### src/stc_defines.vh
// Purpose: constants for the sense timing and channel configuration block
// Assumes: one 250 MHz clock, byte wide configuration port
// Notes: register index is the byte position inside the two settings groups
`ifndef STC_DEFINES_VH
`define STC_DEFINES_VH

// ==========================================================
// register indexes
`define STC_IDX_STUCK_LIMIT 4'h0
`define STC_IDX_BUS_IDLE 4'h1
`define STC_IDX_MODE_SWITCH 4'h2
`define STC_IDX_LP_SLEEP 4'h3
`define STC_IDX_CYC_SLEEP 4'h4
`define STC_IDX_RX_TOTAL 4'h5
`define STC_IDX_TX_TOTAL 4'h6
`define STC_IDX_XY_RX 4'h7
`define STC_IDX_XY_TX 4'h8
`define STC_IDX_PROX_SETUP 4'h9
`define STC_IDX_TX_MASK_HI 4'hA
`define STC_IDX_TX_MASK_LO 4'hB

// ==========================================================
// reset values
`define STC_RST_STUCK_LIMIT 8'h50
`define STC_RST_BUS_IDLE 8'h64
`define STC_RST_MODE_SWITCH 8'h08
`define STC_RST_LP_SLEEP 8'h08
`define STC_RST_CYC_SLEEP 8'h03
`define STC_RST_RX_TOTAL 8'h0A
`define STC_RST_TX_TOTAL 8'h0F
`define STC_RST_XY_RX 8'h0A
`define STC_RST_XY_TX 8'h0F
`define STC_RST_PROX_SETUP 8'h40
`define STC_RST_TX_MASK_HI 8'h7F
`define STC_RST_TX_MASK_LO 8'hFF

// ==========================================================
// prox_channel_setup fields
`define STC_PS_SELF_BIT 7
`define STC_PS_GROUP_BIT 6
`define STC_PS_COMBINE_BIT 4
`define STC_PS_RXSEL_MSB 3
`define STC_PS_RXSEL_LSB 0
`define STC_RXSEL_MAX 4'h9
`define STC_TXHI_USED_MSB 6

// ==========================================================
// timing
`define STC_CLK_PERIOD_PS 4000
`define STC_TICK_PERIOD_PS 1000000000
`define STC_UNIT_MS 9'h1F4

`endif

### src/stc_timing_core.v
// Purpose: timers and channel setup of the sense controller
// Assumes: config writes come from the serial slave on this clock
// Notes:
// Notes on behaviour
// - Prox or touch held longer than the stuck limit forces a reseed.
// - Stuck timeout in normal mode reseeds all channels except proximity.
// - Stuck timeout in proximity only mode reseeds just the proximity channel.
// - Stuck limit counts in 500 ms units; reset value 80 gives 40 s.
// - Host reseed command is honoured at any time, independent of timer.
// - No good bus transfer within idle limit ms closes window, sensing resumes.
// - Data ready stays high at most the idle limit after the last good transfer, then drops.
// - Mode switch interval times mode changes in 500 ms units, reset 8.
// - Low power mode sleeps the low power interval between acquisitions.
// - Cycle sleep is always added to each normal cycle, plus low power.
// - Sleep codes 1 to 13 decode to 1 ms up to 5 s.
// - Readout sizes follow the total and xy receiver and transmitter counts.
// - Setup bit 7 picks mutual (0) or self (1) charging.
// - Setup bit 6 places proximity electrode in group A (0) or B (1).
// - Setup bit 4 sums xy receivers; charging and mask still apply.
// - Setup bits 3..0 pick receiver 0 to 9.
// - Mask bytes enable transmitters 14..0; upper bit 7 unused.
// - Self charging uses the receiver alone and ignores the mask.

`timescale 1ns/1ps
`include "stc_defines.vh"
`default_nettype none

module stc_timing_core #(
  parameter MS_CYCLES = `STC_TICK_PERIOD_PS / `STC_CLK_PERIOD_PS
)(
  input wire mclk_i,
  input wire nrst_i,
  input wire cfg_wr_i,
  input wire cfg_rd_i,
  input wire [3:0] cfg_idx_i,
  input wire [7:0] cfg_wdata_i,
  output reg [7:0] cfg_rdata_o,
  input wire touch_any_i,
  input wire proximity_only_mode_i,
  input wire reseed_cmd_i,
  output reg reseed_normal_o,
  output reg reseed_prox_o,
  input wire window_open_i,
  input wire window_end_i,
  input wire bus_xfer_done_i,
  output wire data_ready_line_o,
  output reg window_timeout_o,
  input wire mode_run_i,
  input wire mode_restart_i,
  output reg mode_expire_o,
  input wire sleep_start_i,
  input wire lowpower_mode_i,
  output wire sleep_active_o,
  output reg sleep_done_o,
  output reg prox_self_o,
  output reg prox_group_b_o,
  output reg combine_xy_receivers_o,
  output reg [3:0] prox_rx_sel_o,
  output reg [14:0] prox_transmitter_enable_o,
  output reg [15:0] total_channels_o,
  output reg [15:0] xy_channels_o
);

  // ==========================================================
  // sleep code decode, shared by both sleep selectors
  function [12:0] stc_sleep_ms;
    input [7:0] code;
    begin
      case (code)
        8'h01: stc_sleep_ms = 13'h0001;
        8'h02: stc_sleep_ms = 13'h0002;
        8'h03: stc_sleep_ms = 13'h0005;
        8'h04: stc_sleep_ms = 13'h000A;
        8'h05: stc_sleep_ms = 13'h0014;
        8'h06: stc_sleep_ms = 13'h0028;
        8'h07: stc_sleep_ms = 13'h0050;
        8'h08: stc_sleep_ms = 13'h00A0;
        8'h09: stc_sleep_ms = 13'h0140;
        8'h0A: stc_sleep_ms = 13'h0280;
        8'h0B: stc_sleep_ms = 13'h04B0;
        8'h0C: stc_sleep_ms = 13'h0960;
        8'h0D: stc_sleep_ms = 13'h1388;
        default: stc_sleep_ms = 13'h0000;
      endcase
    end
  endfunction

  // ==========================================================
  // half second units to milliseconds, shared by two timers
  function [16:0] stc_half_sec_ms;
    input [7:0] units;
    begin
      stc_half_sec_ms = units * `STC_UNIT_MS;
    end
  endfunction

  // ==========================================================
  // configuration registers
  reg [7:0] stuck_limit_q;
  reg [7:0] bus_idle_q;
  reg [7:0] mode_switch_q;
  reg [7:0] lp_sleep_q;
  reg [7:0] cyc_sleep_q;
  reg [7:0] rx_total_q;
  reg [7:0] tx_total_q;
  reg [7:0] xy_rx_q;
  reg [7:0] xy_tx_q;
  reg [7:0] prox_setup_q;
  reg [7:0] mask_hi_q;
  reg [7:0] mask_lo_q;
  reg [7:0] rdata_d;

  always @(posedge mclk_i or negedge nrst_i)
  begin
    if (!nrst_i)
    begin
      stuck_limit_q <= `STC_RST_STUCK_LIMIT;
      bus_idle_q <= `STC_RST_BUS_IDLE;
      mode_switch_q <= `STC_RST_MODE_SWITCH;
      lp_sleep_q <= `STC_RST_LP_SLEEP;
      cyc_sleep_q <= `STC_RST_CYC_SLEEP;
      rx_total_q <= `STC_RST_RX_TOTAL;
      tx_total_q <= `STC_RST_TX_TOTAL;
      xy_rx_q <= `STC_RST_XY_RX;
      xy_tx_q <= `STC_RST_XY_TX;
      prox_setup_q <= `STC_RST_PROX_SETUP;
      mask_hi_q <= `STC_RST_TX_MASK_HI;
      mask_lo_q <= `STC_RST_TX_MASK_LO;
    end
    // derived outputs follow a write one cycle later
    else if (cfg_wr_i)
    begin
      case (cfg_idx_i)
        `STC_IDX_STUCK_LIMIT: stuck_limit_q <= cfg_wdata_i;
        `STC_IDX_BUS_IDLE: bus_idle_q <= cfg_wdata_i;
        `STC_IDX_MODE_SWITCH: mode_switch_q <= cfg_wdata_i;
        `STC_IDX_LP_SLEEP: lp_sleep_q <= cfg_wdata_i;
        `STC_IDX_CYC_SLEEP: cyc_sleep_q <= cfg_wdata_i;
        `STC_IDX_RX_TOTAL: rx_total_q <= cfg_wdata_i;
        `STC_IDX_TX_TOTAL: tx_total_q <= cfg_wdata_i;
        `STC_IDX_XY_RX: xy_rx_q <= cfg_wdata_i;
        `STC_IDX_XY_TX: xy_tx_q <= cfg_wdata_i;
        `STC_IDX_PROX_SETUP: prox_setup_q <= cfg_wdata_i;
        // upper bit has no transmitter behind it
        `STC_IDX_TX_MASK_HI: mask_hi_q <= {1'b0, cfg_wdata_i[`STC_TXHI_USED_MSB:0]};
        `STC_IDX_TX_MASK_LO: mask_lo_q <= cfg_wdata_i;
        default: ;
      endcase
    end
  end

  // ==========================================================
  // register read port; unmapped indexes read as zero
  always @*
  begin
    case (cfg_idx_i)
      `STC_IDX_STUCK_LIMIT: rdata_d = stuck_limit_q;
      `STC_IDX_BUS_IDLE: rdata_d = bus_idle_q;
      `STC_IDX_MODE_SWITCH: rdata_d = mode_switch_q;
      `STC_IDX_LP_SLEEP: rdata_d = lp_sleep_q;
      `STC_IDX_CYC_SLEEP: rdata_d = cyc_sleep_q;
      `STC_IDX_RX_TOTAL: rdata_d = rx_total_q;
      `STC_IDX_TX_TOTAL: rdata_d = tx_total_q;
      `STC_IDX_XY_RX: rdata_d = xy_rx_q;
      `STC_IDX_XY_TX: rdata_d = xy_tx_q;
      `STC_IDX_PROX_SETUP: rdata_d = prox_setup_q;
      `STC_IDX_TX_MASK_HI: rdata_d = mask_hi_q;
      `STC_IDX_TX_MASK_LO: rdata_d = mask_lo_q;
      default: rdata_d = 8'h00;
    endcase
  end

  always @(posedge mclk_i or negedge nrst_i)
  begin
    if (!nrst_i)
      cfg_rdata_o <= 8'h00;
    else if (cfg_rd_i)
      cfg_rdata_o <= rdata_d;
  end

  // ==========================================================
  // millisecond time base
  reg [31:0] pre_q;
  wire ms_tick;

  // one shared tick: a timer may fire up to one tick early
  assign ms_tick = (pre_q == MS_CYCLES - 1);

  always @(posedge mclk_i or negedge nrst_i)
  begin
    if (!nrst_i)
      pre_q <= 32'h0000_0000;
    else if (ms_tick)
      pre_q <= 32'h0000_0000;
    else
      pre_q <= pre_q + 32'h0000_0001;
  end

  // ==========================================================
  // stuck indication timer
  reg [16:0] stuck_ms_q;
  wire [16:0] stuck_lim_ms;
  wire stuck_hit;
  wire reseed_now;

  assign stuck_lim_ms = stc_half_sec_ms(stuck_limit_q);
  // zero limit disables the automatic reseed
  assign stuck_hit = touch_any_i && (stuck_limit_q != 8'h00) && (stuck_ms_q >= stuck_lim_ms);
  assign reseed_now = stuck_hit || reseed_cmd_i;

  always @(posedge mclk_i or negedge nrst_i)
  begin
    if (!nrst_i)
      stuck_ms_q <= 17'h00000;
    else if (!touch_any_i || reseed_now)
      stuck_ms_q <= 17'h00000;
    else if (ms_tick && !stuck_hit)
      stuck_ms_q <= stuck_ms_q + 17'h00001;
  end

  always @(posedge mclk_i or negedge nrst_i)
  begin
    if (!nrst_i)
    begin
      reseed_normal_o <= 1'b0;
      reseed_prox_o <= 1'b0;
    end
    else
    begin
      reseed_normal_o <= reseed_now && !proximity_only_mode_i;
      reseed_prox_o <= reseed_now && proximity_only_mode_i;
    end
  end

  // ==========================================================
  // communication window and ready line
  reg window_q;
  reg [7:0] idle_ms_q;
  wire idle_hit;

  // a transfer in the limit cycle keeps the window open
  assign idle_hit = window_q && (idle_ms_q >= bus_idle_q) && !bus_xfer_done_i;
  assign data_ready_line_o = window_q;

  always @(posedge mclk_i or negedge nrst_i)
  begin
    if (!nrst_i)
    begin
      window_q <= 1'b0;
      idle_ms_q <= 8'h00;
      window_timeout_o <= 1'b0;
    end
    else
    begin
      window_timeout_o <= idle_hit;
      if (window_open_i && !window_q)
      begin
        window_q <= 1'b1;
        idle_ms_q <= 8'h00;
      end
      else if (window_end_i || idle_hit)
        window_q <= 1'b0;
      else if (bus_xfer_done_i)
        idle_ms_q <= 8'h00;
      else if (window_q && ms_tick)
        idle_ms_q <= idle_ms_q + 8'h01;
    end
  end

  // ==========================================================
  // mode switch timer
  // wide enough for 255 units of 500 ms, the longest limit
  reg [16:0] mode_ms_q;
  wire [16:0] mode_lim_ms;
  wire mode_hit;

  assign mode_lim_ms = stc_half_sec_ms(mode_switch_q);
  assign mode_hit = mode_run_i && !mode_restart_i && (mode_ms_q >= mode_lim_ms);

  always @(posedge mclk_i or negedge nrst_i)
  begin
    if (!nrst_i)
    begin
      mode_ms_q <= 17'h00000;
      mode_expire_o <= 1'b0;
    end
    else
    begin
      mode_expire_o <= mode_hit;
      if (mode_restart_i || mode_hit || !mode_run_i)
        mode_ms_q <= 17'h00000;
      else if (ms_tick)
        mode_ms_q <= mode_ms_q + 17'h00001;
    end
  end

  // ==========================================================
  // cycle sleep; low power interval is added on top when requested
  reg [13:0] sleep_ms_q;
  wire [12:0] cyc_ms;
  wire [12:0] lp_ms;
  wire [13:0] sleep_load;

  assign cyc_ms = stc_sleep_ms(cyc_sleep_q);
  assign lp_ms = lowpower_mode_i ? stc_sleep_ms(lp_sleep_q) : 13'h0000;
  // both parts at their longest still fit, so the sum never wraps
  assign sleep_load = {1'b0, cyc_ms} + {1'b0, lp_ms};
  assign sleep_active_o = (sleep_ms_q != 14'h0000);

  always @(posedge mclk_i or negedge nrst_i)
  begin
    if (!nrst_i)
    begin
      sleep_ms_q <= 14'h0000;
      sleep_done_o <= 1'b0;
    end
    else
    begin
      sleep_done_o <= 1'b0;
      // a start while asleep is ignored rather than stretching the interval
      if (sleep_start_i && !sleep_active_o)
      begin
        sleep_ms_q <= sleep_load;
        // nothing to wait for: report completion at once
        sleep_done_o <= (sleep_load == 14'h0000);
      end
      else if (sleep_active_o && ms_tick)
      begin
        sleep_ms_q <= sleep_ms_q - 14'h0001;
        sleep_done_o <= (sleep_ms_q == 14'h0001);
      end
    end
  end

  // ==========================================================
  // proximity channel and readout sizing
  wire self_sel;
  wire [3:0] rx_field;
  wire [14:0] mask_word;

  assign self_sel = prox_setup_q[`STC_PS_SELF_BIT];
  assign rx_field = prox_setup_q[`STC_PS_RXSEL_MSB:`STC_PS_RXSEL_LSB];
  assign mask_word = {mask_hi_q[`STC_TXHI_USED_MSB:0], mask_lo_q};

  always @(posedge mclk_i or negedge nrst_i)
  begin
    if (!nrst_i)
    begin
      prox_self_o <= 1'b0;
      prox_group_b_o <= 1'b0;
      combine_xy_receivers_o <= 1'b0;
      prox_rx_sel_o <= 4'h0;
      prox_transmitter_enable_o <= 15'h0000;
      total_channels_o <= 16'h0000;
      xy_channels_o <= 16'h0000;
    end
    else
    begin
      prox_self_o <= self_sel;
      prox_group_b_o <= prox_setup_q[`STC_PS_GROUP_BIT];
      combine_xy_receivers_o <= prox_setup_q[`STC_PS_COMBINE_BIT];
      // out of range indexes clamp to the last receiver
      prox_rx_sel_o <= (rx_field > `STC_RXSEL_MAX) ? `STC_RXSEL_MAX : rx_field;
      prox_transmitter_enable_o <= self_sel ? 15'h0000 : mask_word;
      total_channels_o <= rx_total_q * tx_total_q;
      xy_channels_o <= xy_rx_q * xy_tx_q;
    end
  end

endmodule // stc_timing_core

`default_nettype wire

### config.mk
export PLATFORM = sky130hd
export DESIGN_NAME = stc_timing_core
export DESIGN_NICKNAME = d
export VERILOG_FILES = /design/src/stc_timing_core.v
export VERILOG_INCLUDE_DIRS = /design/src /design/src/src
export SDC_FILE = /design/constraint.sdc
export NUM_CORES = 1
export LEC_CHECK = 0
export ABC_AREA = 1
export BUFFER_PORTS_ARGS = -buffer_cell sky130_fd_sc_hd__buf_2
export CAP_MARGIN = 40
export CORE_MARGIN = 2
export CORE_UTILIZATION = 31
export CTS_CLUSTER_DIAMETER = 40
export DETAILED_ROUTE_END_ITERATION = 7
export GPL_TIMING_DRIVEN = 0
export SYNTH_ARGS = -nofsm -noshare
export SYNTH_HDL_FRONTEND = slang
export SYNTH_SLANG_ARGS = --single-unit
export TNS_END_PERCENT = 50
### constraint.sdc
create_clock -name mclk_i -period 6.3 [get_ports mclk_i]
set_input_delay 0.63 -clock mclk_i [delete_from_list [all_inputs] [get_ports mclk_i]]
set_output_delay 0.63 -clock mclk_i [all_outputs]
set_load 0.005 [all_outputs]
==> flow_metrics.tcl, run 1 <==
set metrics [dict create \
    min_to "reseed_normal_o" \
    nFillCells 6866 \
    syn_to_final_growth_pct 15.8 \
    synth-edff-count 0 \
    wire_per_inst_um 14.2 \
    fin_ws_ps 597 \
    grt_pass1_vias 17000 \
    slew_viol_final 0 \
    reg2reg_to "stuck_ms_q[0]" \
    worst_clock_skew_ps 44.8 \
    core_um2 65900 \
    routabilityCongestion 0.893 \
    firstDrtPassIters 6 \
    r2r_cells 22 \
    rrSetupSlack_ps 600 \
    end_kind "flip-flop" \
    antenna_left 0 \
    syn_area_um2 20700 \
    power_density_nw_per_um2 404 \
    crit_buf_inv 4 \
    syn-num-nets 2969 \
    yosys_warnings 0 \
    gr-usage-met3_pct 2.33 \
    dpl.hpwl_mm 39.3 \
    drc 0 \
    ctsRootBufferMaster "clkbuf_16" \
    clk_latency_ps 610 \
    cts_tree "done" \
    synth_top_flop_cell "dfrtp_1" \
    yosys.area.top_type "dfrtp_1" \
    cts_num_sinks 251 \
    rows 94 \
    crit_type "flip-flop to flip-flop" \
    die_h_um 262 \
    dp_slack_ps 613 \
    hold_depth 2 \
    drtIter0Drc 1040 \
    grt_busiest_layer "met2" \
    dieArea_um2 68800 \
    fin_nets 3116 \
    min_from "proximity_only_mode_i" \
    min_path_type "input pin to flip-flop" \
    period_minus_slack_ps 5700 \
    max_stage_delay_ps 660 \
    portBuffers 92 \
    finalHoldViolations 0 \
    chipWidth_um 262 \
    htree_num_levels 2 \
    ys_top_cells_by_count "nand2_1, inv_1, ha_1, dfrtp_1, nor2_1" \
    syn_area_per_cell_um2 7.94 \
    grt_pass1_wl_mm 87.3 \
    cp_top_family "adder cells" \
    use_met1_pct 20.5 \
    fmax_mhz 175 \
    path_max_fanout 10 \
    drive_above_1_share_pct 9.80 \
    clockBufferDepth 3 \
    slew_headroom_pct 38.3 \
    r2r_start "stuck_limit_q[2]" \
    wirelength_mm 51.8 \
    path_clk_slew_ps 60 \
    grt_setup_unrepaired "false" \
    synthDistinctLibCells 53 \
    numCtsBuffers 50 \
    yosysMostFrequentCell "nand2_1" \
    tightest_slew_ps 925 \
    cellLeakagePower_uw 0.0128 \
    setup_violations 0 \
    grt_util_met2_pct 25.2 \
    required_ps 6790 \
    diodes 0 \
    maxCapViolations 0 \
    grtUsageTotal_pct 15.3 \
    startpoint_type "flip-flop" \
    seq_area_frac_synth_pct 30.6 \
    fin_hold_ws_ps 213 \
    post_cts_buffers 0 \
    antenna_found_initial 1 \
    status "completed" \
    overflow 0 \
    yosysTopAreaCellShare_pct 25.9 \
    ir_drop_mv 0.295 \
    path_cells "fa_1 -> xor2_1 -> ha_1 -> fa_1 -> inv_1 -> fa_1 -> inv_1 -> ha_1 -> inv_1 -> nor3_1 -> a21oi_1 -> o21ai_0 -> xor2_1 -> ha_1 -> a21oi_1 -> nand2_1 -> a21oi_1 -> nand3_1 -> nand2_1 -> nand3_1 -> buf_2 -> nor3_1" \
    async_flop_share_pct 100 \
    start_util_pct 31.4 \
    pin_count 95 \
    period_share_pct 90.5 \
    grt_max_degree 107 \
    synth.area.top_cells "dfrtp_1, ha_1, fa_1, nand2_1, inv_1" \
    vias 17200 \
    cp_data_arrival_time_ps 6200 \
    synth_seq_cells 251 \
    syn_inst 2607 \
    via_per_inst 4.69 \
    worst_path_max_delay_cell "fa_1" \
]
-- cells by family (layout without fill, tap and decap cells) --
kind of cell / after synthesis / after routing / share of synthesized area (%)
AO/OA/AOI/OAI: 321 / 321 / 8.81
XOR/XNOR: 92 / 92 / 3.89
adder cells (fa/ha/maj): 336 / 336 / 24.5
buffers and inverters: 566 / 754 / 10.5
flip-flops: 251 / 251 / 30.6
AND/OR/NAND/NOR: 1041 / 1041 / 21.7
-- placed cells by master (no fill, tap or decap), drive strengths merged, types with 10 or more instances in the layout --
cell type	count
nand2	580
inv	499
ha	221
dfrtp	214
nor2	190
o21ai	163
nand3	138
clkbuf	128
fa	115
buf	105
a21oi	81
xor2	76
nor3	57
nand4	41
dfstp	37
o22ai	21
xnor2	16
nor4	15
clkinv	12
a31oi	10
-- worst max-delay path by stage --
| stage | startpoint | endpoint | slack (ps) | cells after the start |
|---|---|---|---|---|
| 2_1_floorplan | mode_switch_q[2] | mode_ms_q[12] | 1400 | 22 |
| 3_3_place_gp | nrst_i | prox_transmitter_enable_o[3] | -340 | 1 |
| 3_5_place_dp | stuck_limit_q[2] | stuck_ms_q[0] | 610 | 22 |
| 4_1_cts | stuck_limit_q[2] | stuck_ms_q[0] | 570 | 22 |
| 5_1_grt | stuck_limit_q[2] | stuck_ms_q[3] | 240 | 24 |
| 6_report | stuck_limit_q[2] | stuck_ms_q[0] | 600 | 22 |
-- power by group --
| part | leakage (µW) | internal [µW] | switching (µW) |
|---|---|---|---|
| Combinational | 0.00886 | 1980 | 3050 |
| Clock | 0.000792 | 1620 | 979 |
| Sequential | 0.00318 | 1900 | 154 |
| Total | 0.0128 | 5500 | 4180 |
-- layout make-up --
class	instances	area [µm²]	share of cell area, %
buffer	75	320	1.34
clock buffer	64	1350	5.65
clock inverter	29	302	1.26
inverter	491	1850	7.71
multi-input combinational	1790	12200	50.9
sequential	251	6330	26.4
tap	864	1080	4.51
timing repair buffer	95	536	2.24
-- through the flow --
| step | TNS (ps) | area [µm²] | cells | power (µW) | utilization [%] |
|---|---|---|---|---|---|
| after floorplan | 0 | 20700 | 2607 | 5890 | - |
| after global placement | -65090 | 22200 | 3563 | 7080 | 33.8 |
| after detailed placement | 0 | 22300 | 3565 | 7130 | 33.8 |
| after CTS | 0 | 24000 | 3659 | 9830 | 36.4 |
| after global routing | 0 | 24000 | 3659 | 10700 | 36.4 |
| final | 0 | 24000 | 3659 | 9690 | 36.4 |
-- sequential cells by signal, summed over array words and instances, names as in the netlist, 14 cells and up --
signal	count
mode_ms_q	17
xy_channels_o	16
total_channels_o	16
pre_q	32
prox_transmitter_enable_o	15
sleep_ms_q	14
stuck_ms_q	17
-- per-layer routing --
layer / wire length (µm) / part of all wire (%)
met5: 13 / 0.025
met4: 1560 / 3.0
met3: 2080 / 4.0
met2: 24300 / 47
met1: 23900 / 46
-- what timing repair did --
action | 4_1_cts | 5_1_grt
hold buffers | 1 | 0
gates resized for setup | 0 | 0
endpoints found under the hold margin | 7 | 0
endpoints found under the setup margin | 0 | 0
No activity file was read; power rests on OpenSTA's default activity.
==> run 2, diff against run 1 <==
==> constraint.sdc (replaced) <==
create_clock -name mclk_i -period 6.3 [get_ports mclk_i]
set_input_delay 0 -clock mclk_i [delete_from_list [all_inputs] [get_ports mclk_i]]
set_output_delay 0 -clock mclk_i [all_outputs]
set_load 0.005 [all_outputs]
==> run 2 against run 1 <==
Hold slack worse by 190 ps. Count of clock-buffer cells in the layout unchanged. Routed wire length up 0.62%. Critical path type unchanged. Largest power group unchanged.
==> flow_metrics.tcl, run 2 (synthesized netlist as in run 1, its figures left out) <==
set metrics [dict create \
    end_kind "flip-flop" \
    path_cells "fa_1 -> xor2_1 -> ha_1 -> fa_1 -> inv_1 -> fa_1 -> inv_1 -> ha_1 -> inv_1 -> nor3_1 -> a21oi_1 -> o21ai_0 -> xor2_1 -> ha_1 -> a21oi_1 -> nand2_1 -> a21oi_1 -> nand3_1 -> nand2_1 -> a21oi_1 -> dlygate4sd3_1" \
    core_um2 65900 \
    cp_data_arrival_time_ps 6220 \
    die_h_um 262 \
    syn_to_final_growth_pct 17.2 \
    dp.cells 3565 \
    postLayoutCellArea_um2 24200 \
    grtUsageTotal_pct 15.4 \
    slew_headroom_pct 34.6 \
    maxCapViolations 0 \
    crit_type "flip-flop to flip-flop" \
    grt_max_degree 107 \
    drive_above_1_share_pct 9.74 \
    firstDrtPassIters 8 \
    pin_count 95 \
    status "completed" \
    antenna_found_initial 1 \
    cts_tree "done" \
    antenna_left 0 \
    crit_buf_inv 4 \
    grt_setup_unrepaired "false" \
    worst_clock_skew_ps 39.5 \
    path_clk_slew_ps 60 \
    rows 94 \
    htree_num_levels 2 \
    ir_drop_mv 0.295 \
    cts_num_sinks 251 \
    wirelength_mm 52.2 \
    chipWidth_um 262 \
    diodes 0 \
    place_area_um2 22300 \
    slew_viol_final 0 \
    numCtsBuffers 50 \
    tightest_slew_ps 981 \
    setup_violations 0 \
    fin_nets 3143 \
    path_max_fanout 7 \
    worst_path_max_delay_cell "fa_1" \
    dpl.hpwl_mm 39.3 \
    layout_commonest_cell "nand2_1" \
    cp_top_family "adder cells" \
    period_minus_slack_ps 5770 \
    largest_register_ffs 32 \
    r2r_start "stuck_limit_q[2]" \
    top_register "pre_q" \
    grt_pass1_wl_mm 87.8 \
    portBuffers 92 \
    clockBufferDepth 3 \
    start_util_pct 31.4 \
    drtIter0Drc 1074 \
    crit_top_cell "a21oi_1" \
    finalHoldViolations 0 \
    startpoint "stuck_limit_q[2]" \
    vias 17300 \
    routabilityCongestion 0.893 \
    most-common-layout-cells "nand2_1, inv_1, ha_1" \
    grt_pass1_vias 17100 \
    ctsRootBufferMaster "clkbuf_16" \
    fin_setup_tns_ps 0 \
    required_ps 6760 \
    via_per_inst 4.68 \
    stdcell_count 3686 \
    min_path_type "input pin to asynchronous set/reset pin" \
    startpoint_type "flip-flop" \
    top_regs "pre_q: 32 flops, mode_ms_q: 17 flops, stuck_ms_q: 17 flops" \
    power_density_nw_per_um2 400 \
    cellLeakagePower_uw 0.0130 \
    dieArea_um2 68800 \
    overflow 0 \
    cts_resized 0 \
    drc 0 \
    clk_latency_ps 610 \
    max_stage_delay_ps 660 \
    fmax_mhz 173 \
    period_share_pct 91.6 \
    wire_per_inst_um 14.2 \
    fin_hold_ws_ps 19.9 \
]
==> run 2: cell types whose count changed in the layout (fill, tap and decap cells not counted), sizes merged <==
cell,previous run,this run
buf,105,106
dlygate4sd3,1,27
==> run 2: area by class of cell <==
type	instances	area, µm²
plain buffers	75	320
clock inverters	29	302
flip-flops and latches	251	6330
repair buffers	122	823
fillers	6848	41600
well taps	864	1080
clock buffers	64	1350
multi-input cells	1790	12200
inverters	491	1850
==> run 2: routing by layer <==
metal | track usage, % | vias to the layer above | share of wire, %
met4 | 5.34 | 2 | 3.1
met2 | 25.4 | 311 | 47
met3 | 2.29 | 98 | 4.0
met1 | 20.6 | 8207 | 46
li1 | - | 8637 | -
met5 | 0 | - | 0.025
==> run 2: final timing paths <==
path	to	slack [ps]	cells after the start
max	reseed_normal_o	530	21
min	mode_expire_o	20	3
max reg2reg	reseed_normal_o	530	21
min reg2reg	prox_self_o	380	0
max in group asynchronous	prox_transmitter_enable_o[3]	5740	3
min in group mclk_i	mask_hi_q[1]	20	5
==> run 2: report_power, final <==
part	internal, µW	total, µW	switching, µW
Sequential	1900	2060	154
Clock	1620	2600	980
Combinational	1990	5050	3060
Total	5520	9710	4190
==> run 2: worst reg2reg max path, stage by stage, from the launching register on <==
cell,delay (ps)
dfrtp_1,520
fa_1,660
xor2_1,180
ha_1,270
fa_1,510
inv_1,60
fa_1,510
inv_1,50
ha_1,310
inv_1,90
nor3_1,200
a21oi_1,160
o21ai_0,240
xor2_1,230
ha_1,310
a21oi_1,160
nand2_1,70
a21oi_1,120
nand3_1,90
nand2_1,220
a21oi_1,110
dlygate4sd3_1,560
==> run 2: what timing repair did <==
item | in CTS | in global routing
setup buffers | 0 | 0
endpoints found under the hold margin | 299 | 0
hold buffers | 28 | 0
==> run 2: metrics by stage <==
stage	util [%]	setup WS (ps)	power, µW
2_1_floorplan	-	1400	5890
3_3_place_gp	33.8	291	7080
3_5_place_dp	33.8	613	7130
4_1_cts	36.8	545	9850
5_1_grt	36.8	218	10700
6_report	36.8	532	9710
==> run 3, diff against run 2 <==
--- a/config.mk
+++ b/config.mk
@@ -14,6 +14,7 @@
 export CTS_CLUSTER_DIAMETER = 40
 export DETAILED_ROUTE_END_ITERATION = 7
 export GPL_TIMING_DRIVEN = 0
+export PLACE_DENSITY = 0.49
 export SYNTH_ARGS = -nofsm -noshare
 export SYNTH_HDL_FRONTEND = slang
 export SYNTH_SLANG_ARGS = --single-unit
==> run 3 against run 2 <==
Routed wire length increased by 5.2%. Die area unchanged. Non-clock buffer count increased by 8. Sequential power about the same. Clock power increased by 24%. Flip-flop and latch count unchanged.
==> flow_metrics.tcl, run 3 (synthesized netlist as in run 1, its figures left out) <==
set metrics [dict create \
    status "completed" \
    reg2reg_to "mode_ms_q[9]" \
    firstDrtPassIters 5 \
    startpoint "mode_switch_q[2]" \
    slew_viol_final 0 \
    regArea_um2 6330 \
    wire_per_inst_um 14.8 \
    cp_top_family "adder cells" \
    rrSetupSlack_ps 760 \
    clk_latency_ps 640 \
    fin_setup_tns_ps 0 \
    drtIter0Drc 954 \
    core_um2 65900 \
    ctsRootBufferMaster "clkbuf_16" \
    via_per_inst 4.66 \
    path_clk_slew_ps 50 \
    crit_buf_inv 4 \
    dpl.hpwl_mm 42.2 \
    min_path_type "input pin to flip-flop" \
    layout_commonest_cell "nand2_1" \
    nFillCells 6898 \
    grtUsageTotal_pct 16.2 \
    cts_tree "done" \
    grt_setup_unrepaired "false" \
    worst_path_max_delay_cell "fa_1" \
    overflow 0 \
    r2r_cells 22 \
    required_ps 6850 \
    diodes 0 \
    start_util_pct 31.4 \
    min_from "cfg_wdata_i[7]" \
    fin_hold_ws_ps 173 \
    drc 0 \
    multi_input_area_um2 12200 \
    cts_num_sinks 251 \
    syn_to_final_growth_pct 19.8 \
    numCtsBuffers 59 \
    dieArea_um2 68800 \
    clockBufferDepth 3 \
    max_stage_delay_ps 650 \
    hold_depth 4 \
    drive_above_1_share_pct 10.6 \
    most-common-layout-cells "nand2_1, inv_1, ha_1" \
    antenna_found_initial 0 \
    tightest_slew_ps 843 \
    min_to "mask_lo_q[7]" \
    period_share_pct 87.9 \
    crit_type "flip-flop to flip-flop" \
    top_regs "pre_q: 32 flops, mode_ms_q: 17 flops, stuck_ms_q: 17 flops" \
    path_cells "fa_1 -> xor2_1 -> ha_1 -> fa_1 -> inv_1 -> fa_1 -> inv_1 -> ha_1 -> inv_1 -> nor3_1 -> a21oi_1 -> o21ai_0 -> xor2_1 -> ha_1 -> a21oi_1 -> o21ai_0 -> a21oi_1 -> nand3_1 -> nor2_2 -> buf_2 -> nand2_1 -> nor2_1" \
    power_density_nw_per_um2 418 \
    antenna_left 0 \
    cp_data_arrival_time_ps 6090 \
    rows 94 \
    chipWidth_um 262 \
    maxCapViolations 0 \
    cp_num_cells 22 \
    worst_clock_skew_ps 68.9 \
    path_max_fanout 10 \
    setup_violations 0 \
    vias 17300 \
    end_kind "flip-flop" \
    largest_register_ffs 32 \
    ir_drop_mv 0.223 \
    startpoint_type "flip-flop" \
    grt_max_degree 98 \
    pin_count 95 \
    grt_pass1_vias 17900 \
    die_h_um 262 \
    fmax_mhz 181 \
    finalHoldViolations 0 \
    fin_nets 3160 \
    cellLeakagePower_uw 0.0132 \
    grt_pass1_wl_mm 92.5 \
    top_register "pre_q" \
    slew_headroom_pct 43.8 \
    cts_resized 0 \
    period_minus_slack_ps 5540 \
    routabilityCongestion 0.853 \
    r2r_start "mode_switch_q[2]" \
    wirelength_mm 54.9 \
    htree_num_levels 2 \
    portBuffers 92 \
]
[run 3: changes by cell type in the layout (fill, tap and decap cells not counted), moves of 3 or more]
cell,previous run,this run
clkbuf_16,50,60
bufinv_16,2,7
clkbuf_8,5,8
clkinv_2,6,11
clkinvlp_4,7,11
dlygate4sd3_1,27,35
clkinv_4,2,5
inv_8,3,0
clkbuf_1,73,66
[run 3: timing repair]
action	CTS	global route
endpoints found under the hold margin	221	0
hold buffers	35	0
buffers inserted	0	0
[run 3: stage by stage]
stage                     worst slack (ps)  instance area [µm²]  utilization (%)  instances  power [µW]
after global placement                 277                22200             33.8       3563        7080
after detailed placement               744                22300             33.8       3565        7180
after global routing                   279                24800             37.6       3713       11400
final                                  764                24800             37.6       3713       10400
after floorplan                       1400                20700                -       2607        5890
after CTS                              726                24800             37.6       3712       10500
[run 3: cell type report]
cell class | count | area share (%)
Clock inverter | 42 | 2.03
Multi-Input combinational cell | 1790 | 49.2
Sequential cell | 251 | 25.5
Inverter | 491 | 7.46
Buffer | 75 | 1.29
Tap cell | 864 | 4.36
Clock buffer | 70 | 6.53
Timing Repair Buffer | 130 | 3.59
[run 3: how the worst max path moves through the flow]
stage	end
2_1_floorplan	mode_ms_q[12]
3_3_place_gp	xy_channels_o[13]
3_5_place_dp	mode_ms_q[9]
4_1_cts	mode_ms_q[13]
5_1_grt	mode_ms_q[6]
6_report	mode_ms_q[9]
[run 3: worst reg2reg max path, delay by kind of cell (launching register included)]
family                   cells  cell delay (ps)
buffers and inverters        4              480
AND/OR/NAND/NOR              5              880
AO/OA/AOI/OAI                5              720
flip-flops                   1              490
adder cells (fa/ha/maj)      6             2510
XOR/XNOR                     2              380
[run 3: routing by layer]
layer  up-vias  track usage (%)  share of wire, %
met2       284             26.9                47
met5         -                0                 0
li1       8682                -                 -
met4         0             4.96               2.4
met1      8231             22.1                47
met3        93             2.16               3.7
[run 3: report_power, final]
group	internal, µW	switching (µW)	leakage [µW]
sequential	1910	155	0.00318
clock	2130	1090	0.00101
combinational	1990	3080	0.00902
total	6030	4320	0.0132
